==> src/iwc_pkg.sv <==
// Constants, defaults and state encoding for the idle wake-up command unit.
// Assumes one 250 MHz clock shared by every module of the unit.
package iwc_pkg;
  localparam int unsigned CLK_HZ       = 250_000_000;
  localparam int unsigned SLOW_HZ_32K  = 32_000;
  localparam int unsigned SLOW_HZ_16K  = 16_000;
  localparam int unsigned SLOW_HZ_8K   = 8_000;
  localparam int unsigned SLOW_HZ_4K   = 4_000;
  localparam int unsigned SLOW_CYC_32K = (CLK_HZ + SLOW_HZ_32K - 1) / SLOW_HZ_32K;
  localparam int unsigned SLOW_CYC_16K = (CLK_HZ + SLOW_HZ_16K - 1) / SLOW_HZ_16K;
  localparam int unsigned SLOW_CYC_8K  = (CLK_HZ + SLOW_HZ_8K - 1) / SLOW_HZ_8K;
  localparam int unsigned SLOW_CYC_4K  = (CLK_HZ + SLOW_HZ_4K - 1) / SLOW_HZ_4K;
  localparam int unsigned TICK_W       = 16;

  localparam logic [7:0] CMD_IDLE    = 8'h07;
  localparam logic [7:0] LEN_IDLE    = 8'h0E;
  localparam logic [7:0] RSP_OK      = 8'h00;
  localparam logic [7:0] RSP_OK_LEN  = 8'h01;
  localparam logic [7:0] RSP_ERR     = 8'h82;
  localparam logic [7:0] RSP_ERR_LEN = 8'h00;
  localparam logic [7:0] SRC_MASK    = 8'h1B;
  localparam logic [1:0] RSP_OK_LAST  = 2'h2;
  localparam logic [1:0] RSP_ERR_LAST = 2'h1;

  localparam int unsigned NPAR    = 14;
  localparam int unsigned P_SRC   = 0;
  localparam int unsigned P_ENT_L = 1;
  localparam int unsigned P_ENT_H = 2;
  localparam int unsigned P_WAK_L = 3;
  localparam int unsigned P_WAK_H = 4;
  localparam int unsigned P_LEV_L = 5;
  localparam int unsigned P_LEV_H = 6;
  localparam int unsigned P_PER   = 7;
  localparam int unsigned P_OSC   = 8;
  localparam int unsigned P_DAC   = 9;
  localparam int unsigned P_CMP_L = 10;
  localparam int unsigned P_CMP_H = 11;
  localparam int unsigned P_SWING = 12;
  localparam int unsigned P_TRIAL = 13;
  localparam int unsigned SRC_TIMER = 0;
  localparam int unsigned SRC_TAG   = 1;
  localparam int unsigned RATE_LSB  = 6;

  localparam logic [7:0] RST_PAR [NPAR] = '{8'h00, 8'h00, 8'h00, 8'h00, 8'h00, 8'h18, 8'h00,
                                            8'h20, 8'h60, 8'h60, 8'h00, 8'h00, 8'h3F, 8'h01};

  typedef enum logic [7:0] {
    S_IDLE  = 8'h01,
    S_LEN   = 8'h02,
    S_PAR   = 8'h04,
    S_DRAIN = 8'h08,
    S_WFE   = 8'h10,
    S_OSC   = 8'h20,
    S_DAC   = 8'h40,
    S_RSP   = 8'h80
  } iwc_state_e;
endpackage

==> src/iwc_tick_if.sv <==
// Carrier between the command unit and its slow-tick generator.
// Assumes both ends share one clock.
`timescale 1ns/1ps
interface iwc_tick_if;
  logic       run;
  logic [1:0] rate;
  logic       tick;
  modport ctl (output run, output rate, input tick);
  modport gen (input run, input rate, output tick);
endinterface

==> src/iwc_idle_unit.sv <==
// Idle command decoder and wait-for-event sequencer.
// Assumes a byte stream from the host link framer and wake pins straight from the package.
// Summary of operation
// - Command byte 07 starts an idle request that takes the unit into wait-for-event mode.
// - The length byte must be 0E, followed by the fourteen parameter bytes in fixed order.
// - Wake-source bits 0x01, 0x02, 0x08, 0x10 allow timer, tag, interrupt-pin and select-pin wakes.
// - The two entry control bytes are held and driven out while entering wait mode.
// - The two wake control bytes are held and driven out for the resources kept awake.
// - The two leave control bytes default to low 0x18, high 0x00 and are driven out on return to ready.
// - After a wake, oscillator then converter settle for their byte count of slow periods each.
// - The low comparator byte is the lower tag threshold; the host zeroes it during calibration.
// - The high comparator byte is the upper tag threshold, swept during calibration.
// - The swing-count byte, default 0x3F, limits carrier swings per detection attempt.
// - The trial-limit byte caps detection attempts; the host keeps it inside 0x00..0x1F.
// - Timeout fires after 256 slow periods times (period + 2) times (trial limit + 1).
// - The period byte sets the spacing of detection bursts and scales the timeout.
// - Only on leaving wait mode the reply 00, 01, wake cause is sent.
// - A bad length gets the reply 82, 00 and the unit stays out of wait mode.
// - Wake-source bits 7:6 pick the slow oscillator rate, 00 for 32 kHz up to 11 for 4 kHz.
`timescale 1ns/1ps
module iwc_idle_unit
  import iwc_pkg::*;
#(
  parameter int unsigned CYC_32K = SLOW_CYC_32K,
  parameter int unsigned CYC_16K = SLOW_CYC_16K,
  parameter int unsigned CYC_8K  = SLOW_CYC_8K,
  parameter int unsigned CYC_4K  = SLOW_CYC_4K
) (
  input  wire logic       clk_i,
  input  wire logic       rstn_i,
  input  wire logic       cmd_valid_i,
  input  wire logic [7:0] cmd_byte_i,
  input  wire logic       cmd_last_i,
  input  wire logic       rsp_ready_i,
  output logic            rsp_valid_o,
  output logic [7:0]      rsp_byte_o,
  output logic            rsp_last_o,
  input  wire logic       irq_in_pin_i,
  input  wire logic       slave_sel_pin_i,
  input  wire logic       tag_detect_i,
  output logic            wait_mode_o,
  output logic            detect_burst_o,
  output logic            fast_osc_settle_o,
  output logic            converter_settle_o,
  output logic [7:0]      entry_control_low_o,
  output logic [7:0]      entry_control_high_o,
  output logic [7:0]      wake_control_low_o,
  output logic [7:0]      wake_control_high_o,
  output logic [7:0]      leave_control_low_o,
  output logic [7:0]      leave_control_high_o,
  output logic [7:0]      cmp_low_o,
  output logic [7:0]      cmp_high_o,
  output logic [7:0]      swing_count_o
);
  iwc_state_e  state_r;
  iwc_state_e  state_nxt;
  logic [7:0]  par_r [NPAR];
  logic [3:0]  idx_r;
  logic        err_r;
  logic        err_nxt;
  logic [7:0]  cause_r;
  logic [16:0] frame_cnt_r;
  logic [7:0]  trial_cnt_r;
  logic [7:0]  set_cnt_r;
  logic [1:0]  rsp_idx_r;
  logic        rsp_valid_r;
  logic [7:0]  rsp_byte_r;
  logic        rsp_last_r;
  logic        wait_mode_r;
  logic        burst_r;
  logic        osc_set_r;
  logic        dac_set_r;
  logic [1:0]  pin_s1_r;
  logic [1:0]  pin_s2_r;
  logic [1:0]  pin_s3_r;
  logic [1:0]  pin_lvl_r;
  logic [1:0]  pin_lvl_nxt;
  logic [1:0]  pin_fall;

  iwc_tick_if tk ();

  iwc_slow_tick #(
    .CYC_32K (CYC_32K),
    .CYC_16K (CYC_16K),
    .CYC_8K  (CYC_8K),
    .CYC_4K  (CYC_4K)
  ) u_tick (
    .clk_i  (clk_i),
    .rstn_i (rstn_i),
    .tk     (tk)
  );

  function automatic logic [7:0] rsp_pick(input logic err, input logic [1:0] idx, input logic [7:0] cause);
    if (err) begin
      rsp_pick = (idx == 2'h0) ? RSP_ERR : RSP_ERR_LEN;
    end else begin
      rsp_pick = (idx == 2'h0) ? RSP_OK : (idx == 2'h1) ? RSP_OK_LEN : cause;
    end
  endfunction

  // Pin wake inputs: three stages, a level counts once stages two and three agree
  wire [1:0] pin_raw = {slave_sel_pin_i, irq_in_pin_i};
  genvar g;
  generate
    for (g = 0; g < 2; g++) begin : g_pin
      assign pin_lvl_nxt[g] = (pin_s2_r[g] == pin_s3_r[g]) ? pin_s3_r[g] : pin_lvl_r[g];
      assign pin_fall[g]    = pin_lvl_r[g] && !pin_lvl_nxt[g];
      always_ff @(posedge clk_i) begin
        if (!rstn_i) begin
          pin_s1_r[g]  <= 1'b1;
          pin_s2_r[g]  <= 1'b1;
          pin_s3_r[g]  <= 1'b1;
          pin_lvl_r[g] <= 1'b1;
        end else begin
          pin_s1_r[g]  <= pin_raw[g];
          pin_s2_r[g]  <= pin_s1_r[g];
          pin_s3_r[g]  <= pin_s2_r[g];
          pin_lvl_r[g] <= pin_lvl_nxt[g];
        end
      end
    end
  endgenerate

  wire        in_wfe      = (state_r == S_WFE);
  wire        byte_in     = cmd_valid_i && (state_r != S_RSP);
  wire        rsp_done    = rsp_valid_r && rsp_ready_i && rsp_last_r;
  wire [16:0] frame_last  = {9'(par_r[P_PER]) + 9'h002, 8'h00} - 17'h00001;
  wire        frame_end   = in_wfe && tk.tick && (frame_cnt_r == frame_last);
  wire        timeout     = frame_end && (trial_cnt_r == par_r[P_TRIAL]);
  wire [7:0]  wake_raw    = {3'h0, pin_fall[1], pin_fall[0], 1'b0, tag_detect_i, timeout};
  wire [7:0]  wake_vec    = in_wfe ? (wake_raw & par_r[P_SRC] & SRC_MASK) : 8'h00;
  wire        osc_done    = (state_r == S_OSC) && (set_cnt_r == par_r[P_OSC]);
  wire        dac_done    = (state_r == S_DAC) && (set_cnt_r == par_r[P_DAC]);
  wire        par_full    = (idx_r == 4'(NPAR - 1));

  assign tk.run  = in_wfe || (state_r == S_OSC) || (state_r == S_DAC);
  assign tk.rate = par_r[P_SRC][RATE_LSB +: 2];

  always_comb begin
    state_nxt = state_r;
    err_nxt   = err_r;
    case (state_r)
      S_IDLE: if (byte_in) begin
        if (cmd_byte_i == CMD_IDLE) begin
          err_nxt   = 1'b1;
          state_nxt = cmd_last_i ? S_RSP : S_LEN;
        end else if (!cmd_last_i) begin
          err_nxt   = 1'b0;
          state_nxt = S_DRAIN;
        end
      end
      S_LEN: if (byte_in) begin
        if (cmd_last_i) begin
          state_nxt = S_RSP;
        end else begin
          state_nxt = (cmd_byte_i == LEN_IDLE) ? S_PAR : S_DRAIN;
        end
      end
      S_PAR: if (byte_in) begin
        if (par_full && cmd_last_i) begin
          err_nxt   = 1'b0;
          state_nxt = S_WFE;
        end else if (cmd_last_i) begin
          state_nxt = S_RSP;
        end else if (par_full) begin
          state_nxt = S_DRAIN;
        end
      end
      S_DRAIN: if (byte_in && cmd_last_i) begin
        state_nxt = err_r ? S_RSP : S_IDLE;
      end
      S_WFE:   if (wake_vec != 8'h00) state_nxt = S_OSC;
      S_OSC:   if (osc_done) state_nxt = S_DAC;
      S_DAC:   if (dac_done) state_nxt = S_RSP;
      S_RSP:   if (rsp_done) state_nxt = S_IDLE;
      default: state_nxt = S_IDLE;
    endcase
  end

  always_ff @(posedge clk_i) begin
    if (!rstn_i) begin
      state_r <= S_IDLE;
      err_r   <= 1'b0;
      idx_r   <= '0;
    end else begin
      state_r <= state_nxt;
      err_r   <= err_nxt;
      idx_r   <= (state_r == S_PAR && byte_in) ? idx_r + 4'h1 : (state_r == S_PAR ? idx_r : 4'h0);
    end
  end

  // Parameters are written in place; a too-long frame leaves them changed but never enters wait mode
  generate
    for (g = 0; g < NPAR; g++) begin : g_par
      always_ff @(posedge clk_i) begin
        if (!rstn_i) begin
          par_r[g] <= RST_PAR[g];
        end else if (state_r == S_PAR && byte_in && idx_r == 4'(g)) begin
          par_r[g] <= cmd_byte_i;
        end
      end
    end
  endgenerate

  // Frame and settle counters in slow periods, trial counter in frames
  always_ff @(posedge clk_i) begin
    if (!rstn_i) begin
      frame_cnt_r <= '0;
      trial_cnt_r <= '0;
      set_cnt_r   <= '0;
      cause_r     <= '0;
      burst_r     <= 1'b0;
    end else begin
      frame_cnt_r <= !in_wfe ? 17'h00000 : frame_end ? 17'h00000 : frame_cnt_r + {16'h0000, tk.tick};
      trial_cnt_r <= !in_wfe ? 8'h00 : timeout ? 8'h00 : trial_cnt_r + {7'h00, frame_end};
      set_cnt_r   <= (osc_done || !tk.run || in_wfe) ? 8'h00 : set_cnt_r + {7'h00, tk.tick};
      burst_r     <= frame_end && par_r[P_SRC][SRC_TAG];
      if (in_wfe && wake_vec != 8'h00) begin
        cause_r <= wake_vec;
      end
    end
  end

  // Reply path: first byte loads on entry, each accepted byte but the last advances; accepting the last ends the reply
  wire rsp_enter = (state_nxt == S_RSP) && (state_r != S_RSP);
  wire rsp_step  = rsp_valid_r && rsp_ready_i && !rsp_last_r;
  always_ff @(posedge clk_i) begin
    if (!rstn_i) begin
      rsp_valid_r <= 1'b0;
      rsp_byte_r  <= 8'h00;
      rsp_last_r  <= 1'b0;
      rsp_idx_r   <= 2'h0;
    end else if (rsp_enter) begin
      rsp_valid_r <= 1'b1;
      rsp_byte_r  <= rsp_pick(err_nxt, 2'h0, cause_r);
      rsp_last_r  <= 1'b0;
      rsp_idx_r   <= 2'h0;
    end else if (rsp_step) begin
      rsp_byte_r  <= rsp_pick(err_r, rsp_idx_r + 2'h1, cause_r);
      rsp_last_r  <= (rsp_idx_r + 2'h1) == (err_r ? RSP_ERR_LAST : RSP_OK_LAST);
      rsp_idx_r   <= rsp_idx_r + 2'h1;
    end else if (rsp_done) begin
      rsp_valid_r <= 1'b0;
      rsp_last_r  <= 1'b0;
    end
  end

  always_ff @(posedge clk_i) begin
    if (!rstn_i) begin
      wait_mode_r <= 1'b0;
      osc_set_r   <= 1'b0;
      dac_set_r   <= 1'b0;
    end else begin
      wait_mode_r <= (state_nxt == S_WFE);
      // A zero settle byte means no wait, so the flag stays low for the pass-through cycle
      osc_set_r   <= (state_nxt == S_OSC) && (par_r[P_OSC] != 8'h00);
      dac_set_r   <= (state_nxt == S_DAC) && (par_r[P_DAC] != 8'h00);
    end
  end

  assign rsp_valid_o          = rsp_valid_r;
  assign rsp_byte_o           = rsp_byte_r;
  assign rsp_last_o           = rsp_last_r;
  assign wait_mode_o          = wait_mode_r;
  assign detect_burst_o       = burst_r;
  assign fast_osc_settle_o    = osc_set_r;
  assign converter_settle_o   = dac_set_r;
  assign entry_control_low_o  = par_r[P_ENT_L];
  assign entry_control_high_o = par_r[P_ENT_H];
  assign wake_control_low_o   = par_r[P_WAK_L];
  assign wake_control_high_o  = par_r[P_WAK_H];
  assign leave_control_low_o  = par_r[P_LEV_L];
  assign leave_control_high_o = par_r[P_LEV_H];
  assign cmp_low_o            = par_r[P_CMP_L];
  assign cmp_high_o           = par_r[P_CMP_H];
  assign swing_count_o        = par_r[P_SWING];

  // Checking helpers: slow ticks since wait mode began
  logic [25:0] tick_tot_r;
  always_ff @(posedge clk_i) begin
    if (!rstn_i) tick_tot_r <= '0;
    else tick_tot_r <= in_wfe ? tick_tot_r + {25'h0000000, tk.tick} : 26'h0000000;
  end
  wire [25:0] tmo_expect = 26'(frame_last + 17'h00001) * 26'(9'(par_r[P_TRIAL]) + 9'h001);
endmodule // iwc_idle_unit

==> src/iwc_slow_tick.sv <==
// Slow oscillator period generator: one tick pulse per slow period while run is high.
// Assumes rate is stable while run is high.
`timescale 1ns/1ps
module iwc_slow_tick
  import iwc_pkg::*;
#(
  parameter int unsigned CYC_32K = SLOW_CYC_32K,
  parameter int unsigned CYC_16K = SLOW_CYC_16K,
  parameter int unsigned CYC_8K  = SLOW_CYC_8K,
  parameter int unsigned CYC_4K  = SLOW_CYC_4K
) (
  input  wire logic clk_i,
  input  wire logic rstn_i,
  iwc_tick_if.gen   tk
);
  logic [TICK_W-1:0] cnt_r;
  logic [TICK_W-1:0] cnt_nxt;
  logic [TICK_W-1:0] limit;
  logic              wrap;
  logic              tick_r;

  assign limit   = (tk.rate == 2'h0) ? TICK_W'(CYC_32K - 1) :
                   (tk.rate == 2'h1) ? TICK_W'(CYC_16K - 1) :
                   (tk.rate == 2'h2) ? TICK_W'(CYC_8K - 1)  : TICK_W'(CYC_4K - 1);
  assign wrap    = tk.run && (cnt_r == limit);
  assign cnt_nxt = (!tk.run || wrap) ? '0 : cnt_r + 1'b1;
  assign tk.tick = tick_r;

  always_ff @(posedge clk_i) begin
    if (!rstn_i) begin
      cnt_r  <= '0;
      tick_r <= 1'b0;
    end else begin
      cnt_r  <= cnt_nxt;
      tick_r <= wrap;
    end
  end
endmodule // iwc_slow_tick

==> config.mk <==
export PLATFORM = sky130hd
export DESIGN_NAME = iwc_idle_unit
export DESIGN_NICKNAME = d
export VERILOG_FILES = /design/src/iwc_pkg.sv /design/src/iwc_tick_if.sv /design/src/iwc_idle_unit.sv /design/src/iwc_slow_tick.sv
export SDC_FILE = /design/constraint.sdc
export NUM_CORES = 1
export LEC_CHECK = 0
export BUFFER_PORTS_ARGS = -buffer_cell sky130_fd_sc_hd__buf_2
export CORE_ASPECT_RATIO = 2
export CORE_MARGIN = 2
export CORE_UTILIZATION = 59
export DETAILED_ROUTE_END_ITERATION = 6
export PLACE_DENSITY_LB_ADDON = 0.08
export SYNTH_ARGS = -nofsm -noshare
export SYNTH_HDL_FRONTEND = slang
export SYNTH_SLANG_ARGS = --single-unit
==> constraint.sdc <==
create_clock -name clk_i -period 4 [get_ports clk_i]
set_clock_uncertainty 0.05 [all_clocks]
set_input_delay 0.8 -clock clk_i [delete_from_list [all_inputs] [get_ports clk_i]]
set_output_delay 0.8 -clock clk_i [all_outputs]
set_load 0.01 [all_outputs]
After elaboration in Yosys (flattened, before gate mapping)
Memories as Yosys holds them, arrays and structs flattened.
Index checks and enable logic that the tools add are counted.
Widths: inputs -> output; s select.
{"block": "classes", "n_reduce_logical": 58, "muxes": 101, "n_eq_ne": 41, "bitwise": 17, "addsub": 8}
{"op": "$mux 8", "n": 37}
{"op": "$pmux 8 s8", "n": 1}
{"op": "$mux 1", "n": 54}
{"op": "$mux 16", "n": 3}
{"op": "$logic_and 1x1->1", "n": 34}
{"op": "$eq 4x4->1 const B", "n": 6}
{"op": "$eq 8x8->1", "n": 3}
{"op": "$reduce_bool 8->1", "n": 3}
{"op": "$add 17x1->17", "n": 1}
{"op": "$eq 17x17->1", "n": 1}
{"op": "$sub 17x1->17 const B", "n": 1}
{"op": "$add 16x1->16 const B", "n": 1}
{"op": "$add 8x1->8", "n": 2}
{"op": "$eq 16x16->1", "n": 1}
{"op": "$eq 4x3->1 const B", "n": 4}
{"op": "$eq 8x3->1 const B", "n": 2}
{"op": "$eq 8x4->1 const B", "n": 2}
{"op": "$eq 8x5->1 const B", "n": 2}
{"op": "$eq 8x6->1 const B", "n": 2}
{"op": "$eq 8x7->1 const B", "n": 2}
{"op": "$eq 8x8->1 const B", "n": 2}
{"op": "$or 1x1->1", "n": 14}
{"op": "$mux 4", "n": 3}
{"op": "$add 8x2->9 const B", "n": 1}
{"op": "other kinds (26)", "n": 43}
{"block": "word_totals", "mem_count": 1, "inputBits": 16, "wordCells": 251, "mem_bits_rw": 112, "ff_bits": 95}
{"name": "par_r", "depth": 14, "word_bits": 8, "rd": 14, "rd_ports_with_merged_regs": 0, "write_ports": 14, "line": "iwc_idle_unit.sv:57", "source": "logic [7:0] par_r [NPAR];"}

Logic depth before layout (Yosys ltp)
Gate-level depths: netlist of run 1.
An unclocked memory read counts as a cell.
{"block": "logic_depth", "depth_word": 15, "depth_mapped": 14, "mapped_depth_nobuf": 12}

Hierarchy
Synthesis of run 1 repeated with hierarchy kept, for this count alone.
{"block": "hier_totals", "cells_unflattened": 913, "hier_area_um2": 9505.4}
{"module": "iwc_idle_unit", "area_each_um2": 8511.9, "instances": 1, "seq_area_each_um2": 4724.5, "cells_each": 803}
{"module": "iwc_slow_tick", "area_each_um2": 993.5, "instances": 1, "seq_area_each_um2": 340.3, "cells_each": 110}

Least setup slack after synthesis of run 1
OpenSTA, ideal clock, no wires.
{"block": "synth_timing", "path_kind": "register to register", "from": "memory par_r[7][1] (netlist: par_r[0][57])", "to": "register trial_cnt_r[4]", "arrival_time_ns": 3.446, "setup_slack_ns": 0.426, "synth_period_minus_slack_ns": 3.574, "required_time_ns": 3.872, "stages_incl_launch_ff": 15, "path_cell_list": "edfxtp_1 ha_1 xnor2_2 nand3b_2 or4_4 o211a_1 o31a_1 nor3_1 buf_2 buf_2 ha_1 ha_1 nand3_1 xor2_1 nor3_1"}
{"element": "from (decl)", "line": "iwc_idle_unit.sv:57"}
{"element": "to (signal assigned)", "line": "iwc_idle_unit.sv:215", "source": "trial_cnt_r <= !in_wfe ? 8'h00 : timeout ? 8'h00 : trial_cnt_r + {7'h00, frame_end};"}
{"element": "to (decl)", "line": "iwc_idle_unit.sv:63", "source": "logic [7:0] trial_cnt_r;"}

==> impl_metrics.toml, run 1 <==
[final_layout]
stdcell_area_mm2 = 0.0103
ff_latch_area_mm2 = 0.00506
area_of_the_multi_input_gates_mm2 = 0.00369
instances_no_fill = 1152
num-nets-final = 970
utilization_pct = 65.3
area_delta_synth_final_pct = 8.03
filler_cell_count = 1257
antennaDiodeCount = 0
post_route_cells_drive_above_1_share_pct = 18.3

[clock_network]
cts_sinks = 198
cts.hold.buffers_added = 0
worst_skew_pair_latency_ns = 0.44
numCtsBuffers = 17
post_cts_resize_count = 0
clock_tree_from_tritoncts = "built"
post-cts-setup-buffers = 0
clk_root_buffer_cell = "sky130_fd_sc_hd__clkbuf_16"
clk_transition_reported_paths_ns = 0.07
cts_max_level = 4
clk_path_buf_depth = 2

[floorplanning]
placementRows = 65
initial_utilization_pct = 60.4
fp.dieW_um = 93.9
core_region_area_mm2 = 0.0158
chipHeight_um = 184
boundaryPins = 102
design.die.area_mm2 = 0.0173

[global_route]
grt.overflow.total = 0
grt_first_pass_wirelength_mm = 33.9
grt_use_total_pct = 25.9
grt_pass1_vias = 6629
antenna_found_initial = 0
grt_max_degree = 29

[outcome]
outcome = "finished clean"

[placement]
dpl.hpwl_mm = 15.7
placer_congestion = 0.862
place_worst_setup_slack_ns = 0.443
io_buffers = 98
place.detailed.instances = 1120
post_dp_cell_area_mm2 = 0.00968

[critical_path]
crit_path_cell_trace = "ha_1 -> xnor2_2 -> nand3b_2 -> or4_4 -> o211a_1 -> o31a_1 -> nor3_2 -> ha_1 -> ha_1 -> nand3_1 -> xor2_1 -> nor3_1"
type_of_destination_of_the_critical_path = "flip-flop"
cp_data_required_time_ns = 4.23
cp.arrival_ns = 3.91
timing.critical_path.slowest_stage_cell = "sky130_fd_sc_hd__or4_4"
timing.critical_path.fanout_max = 8
path_common_cell = "sky130_fd_sc_hd__ha_1"
max_stage_delay_ns = 0.55
crit_type = "reg -> reg"
timing.critical_path.from_type = "flip-flop"

[synth]
ys_warn_count = 0
synth-main-ff-cell = "sky130_fd_sc_hd__edfxtp_1"
netlist-cell-type-count = 61
synth_async_sr_flop_share_pct = 0
synthesis.area_per_instance_um2 = 10.4
synth-seq-area-share_pct = 53.1
synthesis.instances = 918
yosys_register_bits = 198
post_synth_instance_area_mm2 = 0.00953
synth-edff-count = 110

[detailed_routing]
route.detailed.wl_per_inst_um = 18.7
detailroute.via_count = 6531
route.detailed.vias_per_inst = 5.67
drc = 0
detail-route-antenna-nets = 0
detail_route.first_pass.iterations = 6
drt_iter0_markers = 327
finalWirelength_mm = 21.5

[timing]
maxSlewHeadroom_pct = 31.0
layout_min_cycle_time_ns = 3.68
grt_setup_unrepaired = "no"
setup-violations-final = 0
post-route-worst-setup-slack_ns = 0.320
tns_setup_ns = 0
timing_max_transition_violations_final = 0
clock.fmax_mhz = 272
hold_violations = 0
worst_slew_pin_slew_ns = 1.02
post-route-period-util_pct = 92.0

[min_path]
type_of_the_worst_min_delay_path = "reg -> reg"

[power_and_ir_drop]
power.leakage_uw = 0.00371
worst_ir_drop_vdd_v = 0.000342
power_per_cell_area_mw_per_mm2 = 418

[flow_run]
timing.max_cap.violations = 0
[final cells by class]
cell class              count  share of cell area [%]
multi-input cells         590                    35.8
clock buffers              17                    4.13
clock inverters            15                    1.88
flip-flops and latches    198                    49.2
well taps                 201                    2.44
inverters                  17                   0.620
repair buffers            114                    5.93
[through the flow]
| stage | hold WS (ns) | power [µW] |
|---|---|---|
| CTS | 0.371 | 4320 |
| global placement | 0.342 | 2530 |
| floorplan | 0.336 | 2480 |
| detailed placement | 0.353 | 2540 |
| finish | 0.364 | 4300 |
| global route | 0.375 | 4430 |
[path summary, 6_finish.rpt]
check	from	to	slack (ns)	cells after the start
worst max-delay path	par_r[0][57]	trial_cnt_r[4]	0.32	12
worst min-delay path	pin_s1_r[0]	pin_s2_r[0]	0.36	1
worst max register to register	par_r[0][57]	trial_cnt_r[4]	0.32	12
worst min register to register	pin_s1_r[0]	pin_s2_r[0]	0.36	1
[cell usage after synthesis, drive strengths merged, types with 2 or more instances]
master	instances	area share [%]
o21ai	25	1.3
a22oi	2	0.16
nand2b	12	0.79
a41oi	3	0.28
or2	12	0.79
buf	80	6.3
nor2	80	3.2
nor3	57	3.1
edfxtp	110	35
or4	4	0.35
ha	16	2.1
nand2	38	1.5
clkbuf	35	1.4
xnor2	46	4.3
inv	17	0.67
nand4	15	0.98
and3	20	1.4
a211oi	4	0.32
xor2	39	3.6
a31oi	3	0.20
nor4	13	0.92
nor2b	4	0.26
or3b	2	0.18
or3	9	0.59
nor4b	5	0.62
o22ai	2	0.13
and2	72	4.7
nand3	43	2.3
nand3b	6	0.51
a21oi	26	1.4
dfxtp	88	18
nor3b	9	0.71
o21a	3	0.24
[cell families after synthesis]
family | after synthesis | share of synthesized area (%)
mux | 2 | 0.223
buf+inv | 132 | 8.31
other cells | 1 | 0.0393
flops | 198 | 53.1
xor+xnor | 85 | 7.89
compound gates | 81 | 5.30
fa+ha+maj | 16 | 2.10
simple gates | 403 | 23.0
[layout by cell type (no fill, tap or decap), types with 3 or more instances in the layout]
| cell type | count |
|---|---|
| sky130_fd_sc_hd__a211oi_1 | 4 |
| sky130_fd_sc_hd__a21oi_1 | 26 |
| sky130_fd_sc_hd__a31oi_1 | 3 |
| sky130_fd_sc_hd__a41oi_1 | 3 |
| sky130_fd_sc_hd__and2_1 | 72 |
| sky130_fd_sc_hd__and3_1 | 17 |
| sky130_fd_sc_hd__buf_2 | 98 |
| sky130_fd_sc_hd__buf_4 | 16 |
| sky130_fd_sc_hd__bufinv_16 | 3 |
| sky130_fd_sc_hd__clkbuf_16 | 17 |
| sky130_fd_sc_hd__conb_1 | 3 |
| sky130_fd_sc_hd__dfxtp_1 | 88 |
| sky130_fd_sc_hd__edfxtp_1 | 110 |
| sky130_fd_sc_hd__ha_1 | 16 |
| sky130_fd_sc_hd__inv_1 | 17 |
| sky130_fd_sc_hd__inv_6 | 4 |
| sky130_fd_sc_hd__nand2_1 | 38 |
| sky130_fd_sc_hd__nand2b_1 | 12 |
| sky130_fd_sc_hd__nand3_1 | 43 |
| sky130_fd_sc_hd__nand3b_1 | 5 |
| sky130_fd_sc_hd__nand4_1 | 15 |
| sky130_fd_sc_hd__nor2_1 | 80 |
| sky130_fd_sc_hd__nor2b_1 | 4 |
| sky130_fd_sc_hd__nor3_1 | 54 |
| sky130_fd_sc_hd__nor3_2 | 3 |
| sky130_fd_sc_hd__nor3b_1 | 9 |
| sky130_fd_sc_hd__nor4_1 | 12 |
| sky130_fd_sc_hd__nor4b_1 | 4 |
| sky130_fd_sc_hd__o21a_1 | 3 |
| sky130_fd_sc_hd__o21ai_0 | 25 |
| sky130_fd_sc_hd__or2_2 | 12 |
| sky130_fd_sc_hd__or3_1 | 9 |
| sky130_fd_sc_hd__or4_1 | 3 |
| sky130_fd_sc_hd__xnor2_1 | 45 |
| sky130_fd_sc_hd__xor2_1 | 39 |
[per-layer routing]
metal | track usage, % | up-vias | share of wire [%]
li1 | - | 3166 | -
met3 | 5.49 | 37 | 4.4
met1 | 26.0 | 3157 | 35
met5 | 0 | - | 0
met4 | 10.6 | 0 | 2.9
met2 | 49.9 | 171 | 58
[power breakdown]
| part | switching [µW] | leakage, µW | total (µW) | internal [µW] |
|---|---|---|---|---|
| registers | 36.6 | 0.00177 | 2240 | 2200 |
| clock network | 807 | 0.000303 | 1810 | 1000 |
| logic | 161 | 0.00164 | 255 | 94.4 |
[flip-flops by register name (all words and copies together), names as in the netlist, 2 cells and up]
name          cells
pin_lvl_r         2
set_cnt_r         8
frame_cnt_r      17
state_r           8
rsp_byte_o        5
trial_cnt_r       8
par_r           110
pin_s1_r          2
pin_s3_r          2
pin_s2_r          2
u_tick.cnt_r     16
rsp_idx_r         2
cause_r           4
idx_r             4
[critical path, delay by kind of cell (launching register included)]
family,cells,cell delay [ns]
fa+ha+maj,3,0.81
compound gates,2,0.51
simple gates,5,1.15
flops,1,0.50
xor+xnor,2,0.49
(Power assumes the default switching activity.)
==> run 2: changes to the inputs <==
--- a/config.mk
+++ b/config.mk
@@ -12,3 +12,3 @@
 export DETAILED_ROUTE_END_ITERATION = 6
-export PLACE_DENSITY_LB_ADDON = 0.08
+export PLACE_DENSITY_LB_ADDON = 0.12
 export SYNTH_ARGS = -nofsm -noshare
==> constraint.sdc (replaced) <==
create_clock -name clk_i -period 4 [get_ports clk_i]
set_clock_uncertainty 0.05 [all_clocks]
set_input_delay 0.6 -clock clk_i [delete_from_list [all_inputs] [get_ports clk_i]]
set_output_delay 0.6 -clock clk_i [all_outputs]
set_load 0.01 [all_outputs]
==> run 2 against run 1 <==
Core utilization increased by 0.055 points. Sequential power hardly changed. Wire length increased by 0.36%. Maximum frequency is 4.1% higher. Clock power about the same. Critical path depth unchanged.
==> impl_metrics.toml, run 2 (same netlist as run 1, synthesis figures left out) <==
[critical_path]
max_stage_delay_ns = 0.56
timing.critical_path.from_type = "flip-flop"
timing.critical_path.slowest_stage_cell = "sky130_fd_sc_hd__or4_4"
critical_path.top_delay_family = "simple AND/OR/NAND/NOR gates"
startpoint = "par_r[0][57]"
cp.arrival_ns = 3.83
crit-reg2reg-launch = "par_r[0][57]"
crit_type = "reg -> reg"
path_common_cell = "sky130_fd_sc_hd__ha_1"
crit_path_cell_trace = "ha_1 -> xnor2_2 -> nand3b_2 -> or4_4 -> o211a_1 -> o31a_1 -> nor3_2 -> ha_1 -> and3_1 -> nand3_1 -> xor2_1 -> nor3_1"
type_of_destination_of_the_critical_path = "flip-flop"
cp_data_required_time_ns = 4.29
cp.buffers_inverters = 0
cp_num_cells = 12
timing.critical_path.fanout_max = 8
worst-r2r-cell-count = 12

[detailed_routing]
drc = 0
detail_route.first_pass.iterations = 5
route.detailed.wl_per_inst_um = 18.7
finalWirelength_mm = 21.6
detail-route-antenna-nets = 0
route.detailed.vias_per_inst = 5.78
detailroute.via_count = 6660
drt_iter0_markers = 273

[global_route]
grtUsageMet2_pct = 48.2
met1_usage_pct = 25.8
grt_use_total_pct = 25.5
grt_util_met3_pct = 5.29
grt_pass1_vias = 6715
grt_max_degree = 31
top_usage_layer = "met2"
antenna_found_initial = 0
grt.overflow.total = 0
grt_first_pass_wirelength_mm = 33.8

[final_layout]
largest_registers = "par_r (110), frame_cnt_r (17), u_tick.cnt_r (16)"
post_route_cells_drive_above_1_share_pct = 18.4
antennaDiodeCount = 0
largest_register_ff_count = 110
stdcell_area_mm2 = 0.0103
ff_latch_area_mm2 = 0.00506
final_common_cell = "sky130_fd_sc_hd__edfxtp_1"
largest-register = "par_r"
filler_cell_count = 1238
area_delta_synth_final_pct = 8.12
mostFrequentLayoutCells = "110 x sky130_fd_sc_hd__edfxtp_1, 98 x sky130_fd_sc_hd__buf_2, 88 x sky130_fd_sc_hd__dfxtp_1, 80 x sky130_fd_sc_hd__nor2_1, 72 x sky130_fd_sc_hd__and2_1"
num-nets-final = 971
area_of_the_multi_input_gates_mm2 = 0.00369
instances_no_fill = 1153

[power_and_ir_drop]
share_clk_of_total_power_pct = 41.8
worst_ir_drop_vdd_v = 0.000392
power_per_cell_area_mw_per_mm2 = 416
power.total_uw = 4290
power.combinational.fraction_pct = 6.0
total_switching_power_uw = 986
power.leakage_uw = 0.00372
p_int_uw = 3300
power.switching_fraction_pct = 23.0
power.share.sequential_pct = 52.3

[timing]
clock.fmax_mhz = 283
post-route-worst-setup-slack_ns = 0.464
hold_violations = 0
tns_setup_ns = 0
maxSlewHeadroom_pct = 30.1
setup-violations-final = 0
layout_min_cycle_time_ns = 3.54
grt_setup_unrepaired = "no"
timing_max_transition_violations_final = 0
worst_slew_pin_slew_ns = 1.04
post-route-period-util_pct = 88.4

[clock_network]
clk_path_buf_depth = 2
numCtsBuffers = 17
post-cts-setup-buffers = 0
cts.hold.buffers_added = 0
cts_sinks = 198
worst_skew_pair_latency_ns = 0.43
post_cts_resize_count = 0
cts_max_level = 4
clk_transition_reported_paths_ns = 0.07
clk_root_buffer_cell = "sky130_fd_sc_hd__clkbuf_16"
clock_tree_from_tritoncts = "built"

[placement]
post_dp_cell_area_mm2 = 0.00969
dpl.hpwl_mm = 15.8
place_worst_setup_slack_ns = 0.522
placer_congestion = 0.876
place.detailed.instances = 1121
io_buffers = 98

[min_path]
hold-path-cell-count = 2
worstHoldStart = "slave_sel_pin_i"
type_of_the_worst_min_delay_path = "in -> reg"

[floorplanning]
fp.dieW_um = 93.9
core_region_area_mm2 = 0.0158
boundaryPins = 102
placementRows = 65
design.die.area_mm2 = 0.0173
chipHeight_um = 184
initial_utilization_pct = 60.4

[flow_run]
timing.max_cap.violations = 0

[outcome]
outcome = "finished clean"
-- run 2: final timing paths --
| check | endpoint | slack [ns] |
|---|---|---|
| worst min register to register | pin_s2_r[1] | 0.35 |
| worst max-delay path | trial_cnt_r[7] | 0.46 |
| worst max register to register | trial_cnt_r[7] | 0.46 |
| worst min-delay path | pin_s1_r[1] | 0.30 |
-- run 2: power groups by stage --
stage,combinational (µW),sequential (µW),clock (µW)
after floorplan,206,2270,0
after global placement,251,2280,0
after detailed placement,255,2290,0
after CTS,256,2240,1810
after global routing,276,2250,1890
final,256,2240,1790
-- run 2: area by class of cell --
cell class                      count  share of cell area, %
Sequential cell                   198                   49.1
Clock buffer                       17                   4.13
Inverter                           17                  0.619
Clock inverter                     15                   1.89
Timing Repair Buffer              115                   6.00
Tap cell                          201                   2.44
Multi-Input combinational cell    590                   35.8
-- run 2: per-layer routing --
layer / share of wire, % / vias up
met1: 36 / 3246
li1: - / 3168
met5: 0 / -
met3: 4.1 / 55
met2: 56 / 191
met4: 4.0 / 0
-- run 2: metrics by stage --
| step | hold WS (ns) | util (%) |
|---|---|---|
| final | 0.302 | 65.3 |
| after global placement | 0.348 | 61.4 |
| after CTS | 0.299 | 65.3 |
| after detailed placement | 0.342 | 61.4 |
| after global routing | 0.305 | 65.3 |
| after floorplan | 0.336 | - |
